<file path="src/common/servo_pkg.sv">
// servo supervisor package: codes, timing, register map
// assumes a 200 MHz aclk and an AXI4-Lite register bus
package servo_pkg;
  // ----------------------------------------
  // timing
  // ----------------------------------------
  localparam int unsigned CLK_PERIOD_NS    = 5;
  localparam int unsigned NS_PER_MS        = 1_000_000;
  localparam int unsigned NS_PER_US        = 1_000;
  localparam int unsigned CYC_PER_MS       = NS_PER_MS / CLK_PERIOD_NS;
  localparam int unsigned SEEK_TIMEOUT_MS  = 65;
  localparam int unsigned SEEK_TIMEOUT_CYC = SEEK_TIMEOUT_MS * CYC_PER_MS;
  localparam int unsigned LOAD_TIMEOUT_MS  = 1000;
  localparam int unsigned LOAD_TIMEOUT_CYC = LOAD_TIMEOUT_MS * CYC_PER_MS;
  localparam int unsigned TRAVEL_MS        = 200;
  localparam int unsigned TRAVEL_CYC       = TRAVEL_MS * CYC_PER_MS;
  localparam int unsigned DEMOD_WAIT_MS    = 10;
  localparam int unsigned DEMOD_WAIT_CYC   = DEMOD_WAIT_MS * CYC_PER_MS;
  localparam int unsigned PULSE_GAP_MS     = 5;
  localparam int unsigned PULSE_GAP_CYC    = PULSE_GAP_MS * CYC_PER_MS;
  localparam int unsigned GB_WINDOW_MS     = 20;
  localparam int unsigned GB_WINDOW_CYC    = GB_WINDOW_MS * CYC_PER_MS;
  localparam int unsigned SETTLE_MAX_MS    = 10;
  localparam int unsigned SETTLE_MAX_CYC   = SETTLE_MAX_MS * CYC_PER_MS;
  localparam int unsigned SETTLE_HOLD_US   = 5;
  localparam int unsigned SETTLE_HOLD_CYC  = SETTLE_HOLD_US * NS_PER_US / CLK_PERIOD_NS;
  localparam int unsigned TMR_W            = 28;
  localparam int unsigned CNT_W            = 3;
  localparam logic [CNT_W-1:0] GB_PULSES   = 3'h4;
  // ----------------------------------------
  // status codes
  // ----------------------------------------
  localparam logic [7:0] CODE_NONE     = 8'h00;
  localparam logic [7:0] CODE_CYL_ZERO = 8'h00;
  localparam logic [7:0] CODE_NO_DEMOD = 8'h24;
  localparam logic [7:0] CODE_NO_PULSE = 8'h25;
  localparam logic [7:0] CODE_LOAD_TMO = 8'h26;
  localparam logic [7:0] CODE_CALIB    = 8'h2C;
  localparam logic [7:0] CODE_RTZ_DMOD = 8'h31;
  localparam logic [7:0] CODE_TRAVEL   = 8'h33;
  localparam logic [7:0] CODE_GB_PULSE = 8'h37;
  localparam logic [7:0] CODE_INNER_GB = 8'h40;
  localparam logic [7:0] CODE_OUTER_GB = 8'h43;
  localparam logic [7:0] CODE_SEEK_TMO = 8'h46;
  localparam logic [7:0] CODE_SETTLE   = 8'h4A;
  // ----------------------------------------
  // register map
  // ----------------------------------------
  localparam logic [31:0] REG_CMD    = 32'h0000_0000;
  localparam logic [31:0] REG_STATUS = 32'h0000_0004;
  localparam int unsigned CYL_W      = 10;
  localparam int unsigned CMD_RTZ    = 12;
  localparam int unsigned ST_SEEKERR = 8;
  localparam int unsigned ST_SEEKEND = 9;
  localparam int unsigned ST_FAULT   = 10;
  localparam int unsigned ST_ONCYL   = 11;
  localparam int unsigned ST_SERVO   = 12;
  localparam int unsigned ST_FIRST   = 13;
  localparam logic [1:0]  RESP_OKAY  = 2'b00;
  localparam logic [1:0]  RESP_SLVERR = 2'b10;
  typedef enum logic [2:0] {
    PH_IDLE, PH_DEMOD, PH_MOVE, PH_GB, PH_CALIB, PH_SEEK, PH_SETTLE, PH_FAULT
  } phase_t;
endpackage

</file>
<file path="src/design/phase_timer.sv">
// saturating cycle counter, restarted by clear
// assumes clear is synchronous to aclk
`timescale 1ns/100ps
module phase_timer
  import servo_pkg::*;
(
  // clock and reset
  input  wire logic             aclk,
  input  wire logic             aresetn,
  // control and count
  input  wire logic             clear,
  output logic      [TMR_W-1:0] count_ff
);
  always_ff @(posedge aclk) begin
    if (!aresetn || clear) begin
      count_ff <= '0;
    end else if (count_ff != '1) begin
      count_ff <= count_ff + 1'b1;
    end
  end
endmodule

</file>
<file path="src/design/pulse_counter.sv">
// counts cylinder pulses up to a small ceiling
// assumes one-cycle pulses synchronous to aclk
`timescale 1ns/100ps
module pulse_counter
  import servo_pkg::*;
(
  // clock and reset
  input  wire logic             aclk,
  input  wire logic             aresetn,
  // pulses and count
  input  wire logic             clear,
  input  wire logic             pulse,
  output logic      [CNT_W-1:0] count_ff
);
  always_ff @(posedge aclk) begin
    if (!aresetn || clear) begin
      count_ff <= '0;
    end else if (pulse && count_ff != '1) begin
      count_ff <= count_ff + 1'b1;
    end
  end
endmodule

</file>
<file path="src/design/servo_fault_status_supervisor.sv">
// servo supervisor: load, return to zero and seek checks with status codes
// assumes synchronous servo inputs and an AXI4-Lite master on aclk
//
// Overview of operation
// - load: no demodulator ok within its wait posts code 24
// - first-seek failures other than 2C, 40, 43, 46 light the initial seek indicator
// - first-seek failures other than 2C, 40, 43, 46 light fault indicator and fault line
// - every servo failure code raises seek error and seek end
// - after 24, 25, 26 the fault reset switch clears and reloads
// - load: no cylinder pulses while moving outward posts code 25
// - load overall timeout posts code 26
// - calibrate seek error posts 2C; switch starts another load
// - 2C, 40, 43, 46 disable servo, spindle keeps running
// - return to zero losing demodulator ok posts 31, spindle runs
// - after 31 a return-to-zero command clears error and retries
// - load or return to zero: slow travel to guard band posts 33
// - four cylinder pulses missing in guard band posts 37
// - 33/37 cleared by switch on first seek, else by return to zero
// - inner guard band seen during normal seek posts 40
// - outer guard band seen during normal seek posts 43
// - normal seek over 65 ms to on cylinder posts 46
// - after 40, 43, 46 return to zero clears error, seeks cylinder 0
// - on-cylinder sense slow to settle posts 4A with error lines
// - status is a two-digit hex code updated while running
// - success shows upper eight cylinder bits until the next success or error
// - an error code holds until its own recovery action
//
// The AXI4-Lite interface to the registers and the register addresses were decided locally.
`timescale 1ns/100ps
module servo_fault_status_supervisor
  import servo_pkg::*;
#(
  parameter int unsigned SEEK_TMO  = SEEK_TIMEOUT_CYC,
  parameter int unsigned LOAD_TMO  = LOAD_TIMEOUT_CYC,
  parameter int unsigned TRAVEL    = TRAVEL_CYC,
  parameter int unsigned DEMOD_MAX = DEMOD_WAIT_CYC,
  parameter int unsigned GAP_MAX   = PULSE_GAP_CYC,
  parameter int unsigned GB_MAX    = GB_WINDOW_CYC,
  parameter int unsigned SETTLE    = SETTLE_MAX_CYC
) (
  // clock and reset
  input  wire logic        aclk,
  input  wire logic        aresetn,
  // axi4-lite slave
  input  wire logic [31:0] awaddr,
  input  wire logic        awvalid,
  output logic             awready_ff,
  input  wire logic [31:0] wdata,
  input  wire logic [3:0]  wstrb,
  input  wire logic        wvalid,
  output logic             wready_ff,
  output logic [1:0]       bresp_ff,
  output logic             bvalid_ff,
  input  wire logic        bready,
  input  wire logic [31:0] araddr,
  input  wire logic        arvalid,
  output logic             arready_ff,
  output logic [31:0]      rdata_ff,
  output logic [1:0]       rresp_ff,
  output logic             rvalid_ff,
  input  wire logic        rready,
  // servo sense inputs
  input  wire logic        demod_ok,
  input  wire logic        cyl_pulse,
  input  wire logic        outer_gb,
  input  wire logic        inner_gb_pulse,
  input  wire logic        outer_gb_pulse,
  input  wire logic        on_cyl_sense,
  input  wire logic        calib_done,
  input  wire logic        calib_err,
  input  wire logic        fault_reset_sw,
  // status and control outputs
  output logic [7:0]       status_code_ff,
  output logic             seek_error_ff,
  output logic             seek_end_ff,
  output logic             fault_line_ff,
  output logic             fault_indicator_ff,
  output logic             initial_seek_indicator_ff,
  output logic             servo_enable_ff,
  output logic             spindle_run_ff,
  output logic             on_cylinder_ff
);
  // ----------------------------------------
  // code groups
  // ----------------------------------------
  function automatic logic first_group(input logic [7:0] c);
    first_group = (c == CODE_NO_DEMOD) || (c == CODE_NO_PULSE) || (c == CODE_LOAD_TMO) ||
                  (c == CODE_RTZ_DMOD) || (c == CODE_TRAVEL) || (c == CODE_GB_PULSE) ||
                  (c == CODE_SETTLE);
  endfunction

  function automatic logic disable_group(input logic [7:0] c);
    disable_group = (c == CODE_CALIB) || (c == CODE_INNER_GB) ||
                    (c == CODE_OUTER_GB) || (c == CODE_SEEK_TMO);
  endfunction

  function automatic logic switch_clears(input logic [7:0] c, input logic first);
    switch_clears = (c == CODE_NO_DEMOD) || (c == CODE_NO_PULSE) || (c == CODE_LOAD_TMO) ||
                    (c == CODE_CALIB) ||
                    (first && ((c == CODE_TRAVEL) || (c == CODE_GB_PULSE) || (c == CODE_SETTLE)));
  endfunction

  // ----------------------------------------
  // state
  // ----------------------------------------
  phase_t                state_ff;
  phase_t                nxt_state;
  logic                  rtz_op_ff;
  logic                  first_seek_ff;
  logic                  sw_q_ff;
  logic [CYL_W-1:0]      target_ff;
  logic [31:0]           aw_addr_ff;
  logic [31:0]           w_data_ff;
  logic [3:0]            w_strb_ff;
  logic [TMR_W-1:0]      phase_cnt;
  logic [TMR_W-1:0]      gap_cnt;
  logic [TMR_W-1:0]      load_cnt;
  logic [TMR_W-1:0]      hold_cnt;
  logic [CNT_W-1:0]      gb_cnt;
  logic [7:0]            err_code;
  logic [7:0]            ok_code;
  logic                  post_err;
  logic                  post_ok;
  logic                  clear_go;
  logic                  start_rtz;
  logic                  start_seek;
  logic                  in_load;
  logic                  sw_press;
  logic                  wr_go;
  logic                  cmd_go;
  logic                  cmd_rtz;

  assign sw_press = fault_reset_sw && !sw_q_ff;
  assign wr_go    = !awready_ff && !wready_ff && !bvalid_ff;
  assign cmd_go   = wr_go && (aw_addr_ff == REG_CMD) && (w_strb_ff[1:0] == 2'b11);
  assign cmd_rtz  = w_data_ff[CMD_RTZ];
  assign in_load  = !rtz_op_ff && (state_ff inside {PH_DEMOD, PH_MOVE, PH_GB, PH_CALIB});

  // ----------------------------------------
  // timers
  // ----------------------------------------
  phase_timer u_phase (.aclk(aclk), .aresetn(aresetn), .clear(nxt_state != state_ff),
                       .count_ff(phase_cnt));
  phase_timer u_gap (.aclk(aclk), .aresetn(aresetn), .clear(cyl_pulse || nxt_state != state_ff),
                     .count_ff(gap_cnt));
  phase_timer u_load (.aclk(aclk), .aresetn(aresetn), .clear(!in_load), .count_ff(load_cnt));
  phase_timer u_hold (.aclk(aclk), .aresetn(aresetn), .clear(!on_cyl_sense || state_ff != PH_SETTLE),
                      .count_ff(hold_cnt));
  pulse_counter u_gbp (.aclk(aclk), .aresetn(aresetn), .clear(state_ff != PH_GB), .pulse(cyl_pulse),
                       .count_ff(gb_cnt));

  // ----------------------------------------
  // sequence checks
  // ----------------------------------------
  always_comb begin
    nxt_state  = state_ff;
    err_code   = CODE_NONE;
    post_ok    = 1'b0;
    clear_go   = 1'b0;
    start_rtz  = 1'b0;
    start_seek = 1'b0;
    ok_code    = (state_ff == PH_SETTLE) ? target_ff[CYL_W-1:2] : CODE_CYL_ZERO;
    if (in_load && load_cnt >= TMR_W'(LOAD_TMO)) begin
      err_code = CODE_LOAD_TMO;
    end else begin
      case (state_ff)
        PH_IDLE: begin
          if (cmd_go && cmd_rtz) begin
            start_rtz = 1'b1;
            nxt_state = PH_MOVE;
          end else if (cmd_go) begin
            start_seek = 1'b1;
            nxt_state  = PH_SEEK;
          end
        end
        PH_DEMOD: begin
          if (demod_ok) begin
            nxt_state = PH_MOVE;
          end else if (phase_cnt >= TMR_W'(DEMOD_MAX)) begin
            err_code = CODE_NO_DEMOD;
          end
        end
        PH_MOVE: begin
          if (rtz_op_ff && !demod_ok) begin
            err_code = CODE_RTZ_DMOD;
          end else if (phase_cnt >= TMR_W'(TRAVEL)) begin
            err_code = CODE_TRAVEL;
          end else if (!rtz_op_ff && gap_cnt >= TMR_W'(GAP_MAX)) begin
            err_code = CODE_NO_PULSE;
          end else if (outer_gb) begin
            nxt_state = PH_GB;
          end
        end
        PH_GB: begin
          if (rtz_op_ff && !demod_ok) begin
            err_code = CODE_RTZ_DMOD;
          end else if (gb_cnt >= GB_PULSES) begin
            post_ok   = rtz_op_ff;
            nxt_state = rtz_op_ff ? PH_IDLE : PH_CALIB;
          end else if (phase_cnt >= TMR_W'(GB_MAX)) begin
            err_code = CODE_GB_PULSE;
          end
        end
        PH_CALIB: begin
          if (calib_err) begin
            err_code = CODE_CALIB;
          end else if (calib_done) begin
            post_ok   = 1'b1;
            nxt_state = PH_IDLE;
          end
        end
        PH_SEEK: begin
          if (inner_gb_pulse) begin
            err_code = CODE_INNER_GB;
          end else if (outer_gb_pulse) begin
            err_code = CODE_OUTER_GB;
          end else if (phase_cnt >= TMR_W'(SEEK_TMO)) begin
            err_code = CODE_SEEK_TMO;
          end else if (on_cyl_sense) begin
            nxt_state = PH_SETTLE;
          end
        end
        PH_SETTLE: begin
          if (hold_cnt >= TMR_W'(SETTLE_HOLD_CYC)) begin
            post_ok   = 1'b1;
            nxt_state = PH_IDLE;
          end else if (phase_cnt >= TMR_W'(SETTLE)) begin
            err_code = CODE_SETTLE;
          end
        end
        default: begin
          if (sw_press && switch_clears(status_code_ff, first_seek_ff)) begin
            clear_go  = 1'b1;
            nxt_state = PH_DEMOD;
          end else if (cmd_go && cmd_rtz && !switch_clears(status_code_ff, first_seek_ff)) begin
            clear_go  = 1'b1;
            start_rtz = 1'b1;
            nxt_state = PH_MOVE;
          end
        end
      endcase
    end
    post_err = (err_code != CODE_NONE);
    if (post_err) begin
      nxt_state = PH_FAULT;
    end
  end

  always_ff @(posedge aclk) begin
    if (!aresetn) begin
      state_ff <= PH_DEMOD;
    end else begin
      state_ff <= nxt_state;
    end
  end

  always_ff @(posedge aclk) begin
    if (!aresetn) begin
      rtz_op_ff <= 1'b0;
      target_ff <= '0;
      sw_q_ff   <= 1'b0;
    end else begin
      sw_q_ff <= fault_reset_sw;
      if (start_rtz) begin
        rtz_op_ff <= 1'b1;
        target_ff <= '0;
      end else if (start_seek) begin
        rtz_op_ff <= 1'b0;
        target_ff <= w_data_ff[CYL_W-1:0];
      end else if (clear_go) begin
        rtz_op_ff <= 1'b0;
      end
    end
  end

  always_ff @(posedge aclk) begin
    if (!aresetn) begin
      first_seek_ff <= 1'b1;
    end else if (post_ok && state_ff == PH_CALIB) begin
      first_seek_ff <= 1'b0;
    end
  end

  // ----------------------------------------
  // status code and lines
  // ----------------------------------------
  always_ff @(posedge aclk) begin
    if (!aresetn) begin
      status_code_ff <= CODE_NONE;
    end else if (post_err) begin
      status_code_ff <= err_code;
    end else if (post_ok) begin
      status_code_ff <= ok_code;
    end else if (clear_go) begin
      status_code_ff <= CODE_NONE;
    end
  end

  always_ff @(posedge aclk) begin
    if (!aresetn) begin
      seek_error_ff             <= 1'b0;
      seek_end_ff               <= 1'b0;
      fault_line_ff             <= 1'b0;
      fault_indicator_ff        <= 1'b0;
      initial_seek_indicator_ff <= 1'b0;
      servo_enable_ff           <= 1'b0;
      spindle_run_ff            <= 1'b0;
      on_cylinder_ff            <= 1'b0;
    end else begin
      spindle_run_ff <= 1'b1;
      if (post_err) begin
        seek_error_ff  <= 1'b1;
        seek_end_ff    <= 1'b1;
        on_cylinder_ff <= 1'b0;
        if (first_seek_ff && first_group(err_code)) begin
          initial_seek_indicator_ff <= 1'b1;
          fault_line_ff             <= 1'b1;
          fault_indicator_ff        <= 1'b1;
        end
        if (disable_group(err_code)) begin
          servo_enable_ff <= 1'b0;
        end
      end else if (clear_go) begin
        seek_error_ff             <= 1'b0;
        seek_end_ff               <= 1'b0;
        fault_line_ff             <= 1'b0;
        fault_indicator_ff        <= 1'b0;
        initial_seek_indicator_ff <= 1'b0;
        servo_enable_ff           <= 1'b1;
      end else if (start_seek || start_rtz) begin
        seek_end_ff    <= 1'b0;
        on_cylinder_ff <= 1'b0;
      end else if (post_ok) begin
        seek_end_ff    <= 1'b1;
        on_cylinder_ff <= 1'b1;
      end else if (state_ff == PH_DEMOD) begin
        servo_enable_ff <= 1'b1;
      end
    end
  end

  // ----------------------------------------
  // axi4-lite write
  // ----------------------------------------
  always_ff @(posedge aclk) begin
    if (!aresetn) begin
      awready_ff <= 1'b1;
      wready_ff  <= 1'b1;
      bvalid_ff  <= 1'b0;
      bresp_ff   <= RESP_OKAY;
      aw_addr_ff <= '0;
      w_data_ff  <= '0;
      w_strb_ff  <= '0;
    end else begin
      if (awvalid && awready_ff) begin
        awready_ff <= 1'b0;
        aw_addr_ff <= awaddr;
      end
      if (wvalid && wready_ff) begin
        wready_ff <= 1'b0;
        w_data_ff <= wdata;
        w_strb_ff <= wstrb;
      end
      if (wr_go) begin
        bvalid_ff <= 1'b1;
        bresp_ff  <= (aw_addr_ff == REG_CMD || aw_addr_ff == REG_STATUS) ? RESP_OKAY : RESP_SLVERR;
      end else if (bvalid_ff && bready) begin
        bvalid_ff  <= 1'b0;
        awready_ff <= 1'b1;
        wready_ff  <= 1'b1;
      end
    end
  end

  // ----------------------------------------
  // axi4-lite read
  // ----------------------------------------
  always_ff @(posedge aclk) begin
    if (!aresetn) begin
      arready_ff <= 1'b1;
      rvalid_ff  <= 1'b0;
      rdata_ff   <= '0;
      rresp_ff   <= RESP_OKAY;
    end else if (arvalid && arready_ff) begin
      arready_ff <= 1'b0;
      rvalid_ff  <= 1'b1;
      rresp_ff   <= RESP_OKAY;
      rdata_ff   <= '0;
      if (araddr == REG_CMD) begin
        rdata_ff[CYL_W-1:0] <= target_ff;
        rdata_ff[CMD_RTZ]   <= rtz_op_ff;
      end else if (araddr == REG_STATUS) begin
        rdata_ff[7:0]        <= status_code_ff;
        rdata_ff[ST_SEEKERR] <= seek_error_ff;
        rdata_ff[ST_SEEKEND] <= seek_end_ff;
        rdata_ff[ST_FAULT]   <= fault_line_ff;
        rdata_ff[ST_ONCYL]   <= on_cylinder_ff;
        rdata_ff[ST_SERVO]   <= servo_enable_ff;
        rdata_ff[ST_FIRST]   <= first_seek_ff;
      end else begin
        rresp_ff <= RESP_SLVERR;
      end
    end else if (rvalid_ff && rready) begin
      rvalid_ff  <= 1'b0;
      arready_ff <= 1'b1;
    end
  end

  // ----------------------------------------
  // checks
  // ----------------------------------------
  a_no_demod_code: assert property (
    @(posedge aclk) disable iff (!aresetn)
    state_ff == PH_DEMOD && !demod_ok && phase_cnt >= TMR_W'(DEMOD_MAX) && !in_load_tmo()
    |=> status_code_ff == CODE_NO_DEMOD && state_ff == PH_FAULT)
    else $error("code 24 not posted");

  a_first_lights: assert property (
    @(posedge aclk) disable iff (!aresetn)
    post_err && first_seek_ff && first_group(err_code)
    |=> initial_seek_indicator_ff && fault_line_ff && fault_indicator_ff)
    else $error("first seek indicators missing");

  a_err_lines: assert property (
    @(posedge aclk) disable iff (!aresetn)
    post_err |=> seek_error_ff && seek_end_ff && !on_cylinder_ff)
    else $error("error lines not raised");

  a_switch_reload: assert property (
    @(posedge aclk) disable iff (!aresetn)
    state_ff == PH_FAULT && sw_press && switch_clears(status_code_ff, first_seek_ff)
    |=> state_ff == PH_DEMOD && !seek_error_ff && status_code_ff == CODE_NONE)
    else $error("switch did not reload");

  a_seek_timeout: assert property (
    @(posedge aclk) disable iff (!aresetn)
    state_ff == PH_SEEK && phase_cnt >= TMR_W'(SEEK_TMO) && !inner_gb_pulse && !outer_gb_pulse
    |=> status_code_ff == CODE_SEEK_TMO && !servo_enable_ff && spindle_run_ff)
    else $error("seek timeout not posted");

  a_code_holds: assert property (
    @(posedge aclk) disable iff (!aresetn)
    state_ff == PH_FAULT && !clear_go |=> $stable(status_code_ff) && state_ff == PH_FAULT)
    else $error("error code changed early");

  a_rtz_recover: assert property (
    @(posedge aclk) disable iff (!aresetn)
    state_ff == PH_FAULT && cmd_go && cmd_rtz && disable_group(status_code_ff)
    && status_code_ff != CODE_CALIB
    |=> !seek_error_ff && state_ff == PH_MOVE && target_ff == '0 ##1 rtz_op_ff)
    else $error("return to zero did not recover");

  a_ok_cylinder: assert property (
    @(posedge aclk) disable iff (!aresetn)
    post_ok && state_ff == PH_SETTLE
    |=> status_code_ff == $past(target_ff[CYL_W-1:2]) && on_cylinder_ff)
    else $error("destination code wrong");

  a_settle_code: assert property (
    @(posedge aclk) disable iff (!aresetn)
    state_ff == PH_SETTLE && phase_cnt >= TMR_W'(SETTLE) && hold_cnt < TMR_W'(SETTLE_HOLD_CYC)
    |=> status_code_ff == CODE_SETTLE && seek_error_ff && seek_end_ff)
    else $error("settle code missing");

  function automatic logic in_load_tmo();
    in_load_tmo = in_load && load_cnt >= TMR_W'(LOAD_TMO);
  endfunction
endmodule

</file>
<file path="config.mk">
export PLATFORM = sky130hd
export DESIGN_NAME = servo_fault_status_supervisor
export DESIGN_NICKNAME = d
export VERILOG_FILES = /design/src/common/servo_pkg.sv /design/src/design/phase_timer.sv /design/src/design/pulse_counter.sv /design/src/design/servo_fault_status_supervisor.sv
export SDC_FILE = /design/constraint.sdc
export NUM_CORES = 1
export LEC_CHECK = 0
export ABC_AREA = 1
export ABC_CLOCK_PERIOD_IN_PS = 2800
export BUFFER_PORTS_ARGS = -buffer_cell sky130_fd_sc_hd__buf_2
export CELL_PAD_IN_SITES_DETAIL_PLACEMENT = 1
export CELL_PAD_IN_SITES_GLOBAL_PLACEMENT = 2
export CORE_UTILIZATION = 31
export DETAILED_ROUTE_END_ITERATION = 16
export HOLD_SLACK_MARGIN = 0.03
export PLACE_DENSITY_LB_ADDON = 0.1
export REMOVE_ABC_BUFFERS = 1
export SETUP_SLACK_MARGIN = 0.1
export SYNTH_ARGS = -nofsm -noshare
export SYNTH_HDL_FRONTEND = slang
export SYNTH_HIERARCHICAL = 1
export SYNTH_SLANG_ARGS = --single-unit
</file>
<file path="constraint.sdc">
create_clock -name aclk -period 2.8 [get_ports aclk]
set_input_delay 0.56 -clock aclk [delete_from_list [all_inputs] [get_ports aclk]]
set_output_delay 0.56 -clock aclk [all_outputs]
set_load 0.01 [all_outputs]
</file>
==> metrics.md <==
| Metric | Value |
|---|---|
| Final routed DRC violation total | `0` |
| Post-Synthesis Cells | `1991` |
| Starting Density | `31.5%` |
| Setup TNS | `0 ns` |
| RSZ-0062 raised after global routing | `true` |
| Core Rows | `72` |
| Total track usage | `19.3%` |
| Final core utilization | `38.0%` |
| CP Launch Type | `flop` |
| EDFF count, synth | `0` |
| Final weighted congestion in routability-driven placement | `0.824` |
| H-tree depth reported by CTS | `1` |
| Antenna violations before repair | `2` |
| Worst path max stage delay | `0.35 ns` |
| Share of cells above drive strength 1 | `15.6%` |
| Post-synth ARST share | `0%` |
| Arrival time at the worst endpoint | `3.02 ns` |
| Post-synth top area share | `34.5%` |
| Crit path max-delay family | `simple AND/OR/NAND/NOR gates` |
| R2r setup slk | `0.27 ns` |
| Placed instance count | `2645` |
| Max_slew headroom | `51.6%` |
| Total CTS buffers | `27` |
| Leak | `6.54 nW` |
| Max-slew violations | `0` |
| Worst slew pin tran | `0.721 ns` |
| Status | `finished, final reports clean` |
| CTS Root Cell | `clkbuf_16` |
| Pwr Density | `537 nW/um^2` |
| Antenna viol nets, final | `0` |
| Via count | `12.6k` |
| I/O Buffers | `129` |
| Synth Cell Area | `12200 sq um` |
| 1st-pass router iterations | `4` |
| Clock slew at reported path FFs | `0.06 ns` |
| Crit Path Category | `flop to flop` |
| CP cell instances | `or2_2 > o21ai_0 > nand3_1 > nand2_2 > nand3_1 > nand2_1 > nand2_1 > inv_1 > nand3_1 > nand2_1 > nand3_1 > nand2_1 > nand2_1 > nor2_2 > nand2_1 > nor2_1 > buf_4 > inv_1 > buf_12 > a31oi_2` |
| Worst-Skew Late Latency | `0.57 ns` |
| Seq/Total Area, Yosys | `34.5%` |
| Most area-hungry cell type in the Yosys netlist | `dfxtp_1` |
| Period utilization | `90.2%` |
| Worst r2r path cells | `20` |
| Clk_skew | `0.00797 ns` |
| Fin. Hold Viols | `0` |
| Core box area | `38800 sq um` |
| Worst VDD drop | `472 uV` |
| Req. time, crit path | `3.29 ns` |
| Synth top area cells | `dfxtp_1 35%, nand2_1 17%, nor2_1 13%` |
| Synthesized area per cell | `6.15 sq um` |
| Worst hold path depth | `3` |
| RR Endpoint | `u_phase/count_ff[9]` |
| Final Setup Violations | `0` |
| First-pass GRT wire length | `64400 um` |
| Tmin final | `2.53 ns` |
| CP max stage cell | `dfxtp_2` |
| Die height | `201 um` |
| Fillers | `5158` |
| Area growth syn-to-layout | `20.6%` |
| Reg2reg start | `status_code_ff[0]` |
| Die Footprint | `40300 sq um` |
| Non-Filler Instances | `2699` |
| Critical path fanouts, max | `13` |
| DR vias/cell | `4.66` |
| Hold_sp | `fault_reset_sw` |
| Largest net degree at the start of global routing | `39` |
| WL/cell | `14.3 um` |
| Hold path endpoint | `sw_q_ff` |
| CTS tree | `yes` |
| Crit. End Element | `flop` |
| Final WL | `38700 um` |
| Clock buffer depth | `3` |
| Synthesis warning total | `6` |
| Post-synth top flop | `dfxtp_1` |
| Grt ovf | `0` |
| Count leader, synth | `nand2_1` |
| Die width | `201 um` |
| Synth Register Bits | `211` |
| MaxCap Viol Count | `0` |
| Synth unique cells | `46` |
| DPL Wire Length | `30300 um` |
| Vias in the first global route | `12.7k` |
| Critical path buffers and inverters | `4` |
| Crit-path most repeated cell | `nand2_1` |
| Maximum operating frequency | `0.396 GHz` |
| Hold crit path type | `input pin to flop` |
| DRT iter0 DRCs | `382` |
| Clock Sinks | `211` |
| Nets@finish | `2281` |
| IO Count | `173` |
| Top cells by count, synth | `546 x nand2_1, 422 x nor2_1, 228 x inv_1` |
==> worst max path at each step <==
stage,slack [ns],cells past startpoint,endpoint,startpoint
after global placement,0.11,19,u_phase/count_ff[9],u_phase/count_ff[7]
after global routing,0.04,19,u_phase/count_ff[9],u_phase/count_ff[20]
after detailed placement,0.08,19,u_phase/count_ff[9],u_phase/count_ff[6]
after floorplan,-0.04,15,u_gap/count_ff[9],u_phase/count_ff[25]
final,0.27,20,u_phase/count_ff[9],status_code_ff[0]
after CTS,0.13,18,u_phase/count_ff[9],state_ff[0]
==> logic make-up (layout without fill, tap and decap cells) <==
| logic type | after synthesis | after routing | share of synthesized area [%] |
|---|---|---|---|
| simple gates | 1257 | 1257 | 43.6 |
| fa+ha+maj | 6 | 6 | 0.613 |
| xor+xnor | 40 | 40 | 2.86 |
| buf+inv | 307 | 477 | 10.9 |
| compound gates | 169 | 169 | 7.50 |
| other cells | 1 | 21 | 0.0306 |
| flops | 211 | 211 | 34.5 |
==> worst min-delay path, delay by kind of cell <==
| family | cells | cell delay, ns |
|---|---|---|
| AND/OR/NAND/NOR | 1 | 0.04 |
| buffers and inverters | 2 | 0.14 |
==> flip-flops by register name, indices dropped and copies added, names as in the netlist, 2 cells and up <==
name / cells
aw_addr_ff: 32
u_gap/count_ff: 28
u_hold/count_ff: 28
u_load/count_ff: 28
u_phase/count_ff: 28
rdata_ff: 14
w_data_ff: 11
target_ff: 10
status_code_ff: 8
state_ff: 3
u_gbp/count_ff: 3
w_strb_ff: 2
==> final cells by class <==
class | count | area, sq um | area share [%]
clock buffer | 44 | 850 | 5.76
tap | 518 | 648 | 4.39
sequential | 211 | 4260 | 28.8
inverter | 247 | 985 | 6.67
timing repair buffer | 180 | 1070 | 7.22
multi-input combinational | 1492 | 6900 | 46.8
clock inverter | 6 | 45.0 | 0.305
antenna | 1 | 2.50 | 0.0170
==> cells in the final DEF, fill, tap and decap left out, drive strengths merged <==
cell	instances
inv	240
nand4	32
o21ai	77
o21a	1
nand2	563
clkinv	13
buf	180
clkbuf	44
nor3b	1
and2	1
a211oi	1
or2	2
nand3b	2
nand3	186
dfxtp	211
o221ai	1
o211ai	15
xnor2	32
ha	6
conb	20
xor2	8
a21boi	2
a21oi	59
diode	1
nor4	9
nor2	445
and3	1
or3	1
a31oi	12
nor3	14
o22ai	1
==> what timing repair did <==
item,in CTS,in global routing
resized for setup,1,64
pin swaps,2,11
setup buffers,1,2
setup endpoints to repair,5,56
hold buffers,0,0
==> power breakdown <==
group,internal (mW),switching [mW]
combinational,0.434,0.749
sequential,3.13,0.125
clock,2.07,1.41
total,5.64,2.28
==> through the flow <==
step	worst slack, ns	power (mW)	cell area [sq um]	hold slack (ns)
finish	0.274	7.92	14800	0.201
global placement	0.107	4.47	13600	0.443
CTS	0.130	8.04	14600	0.173
global route	0.0362	8.33	14800	0.197
floorplan	-0.0375	3.93	12000	0.429
detailed placement	0.0831	4.48	13600	0.454
==> layer usage <==
layer  global-route usage, %  vias up  routed length, um
li1                        -     6557                  -
met2                    34.8      104              19000
met1                    24.0     5872              18000
met3                    2.47       49                948
met4                    5.23        0                817
met5                       0        -                  0
Power figures use the tool's default switching activity.
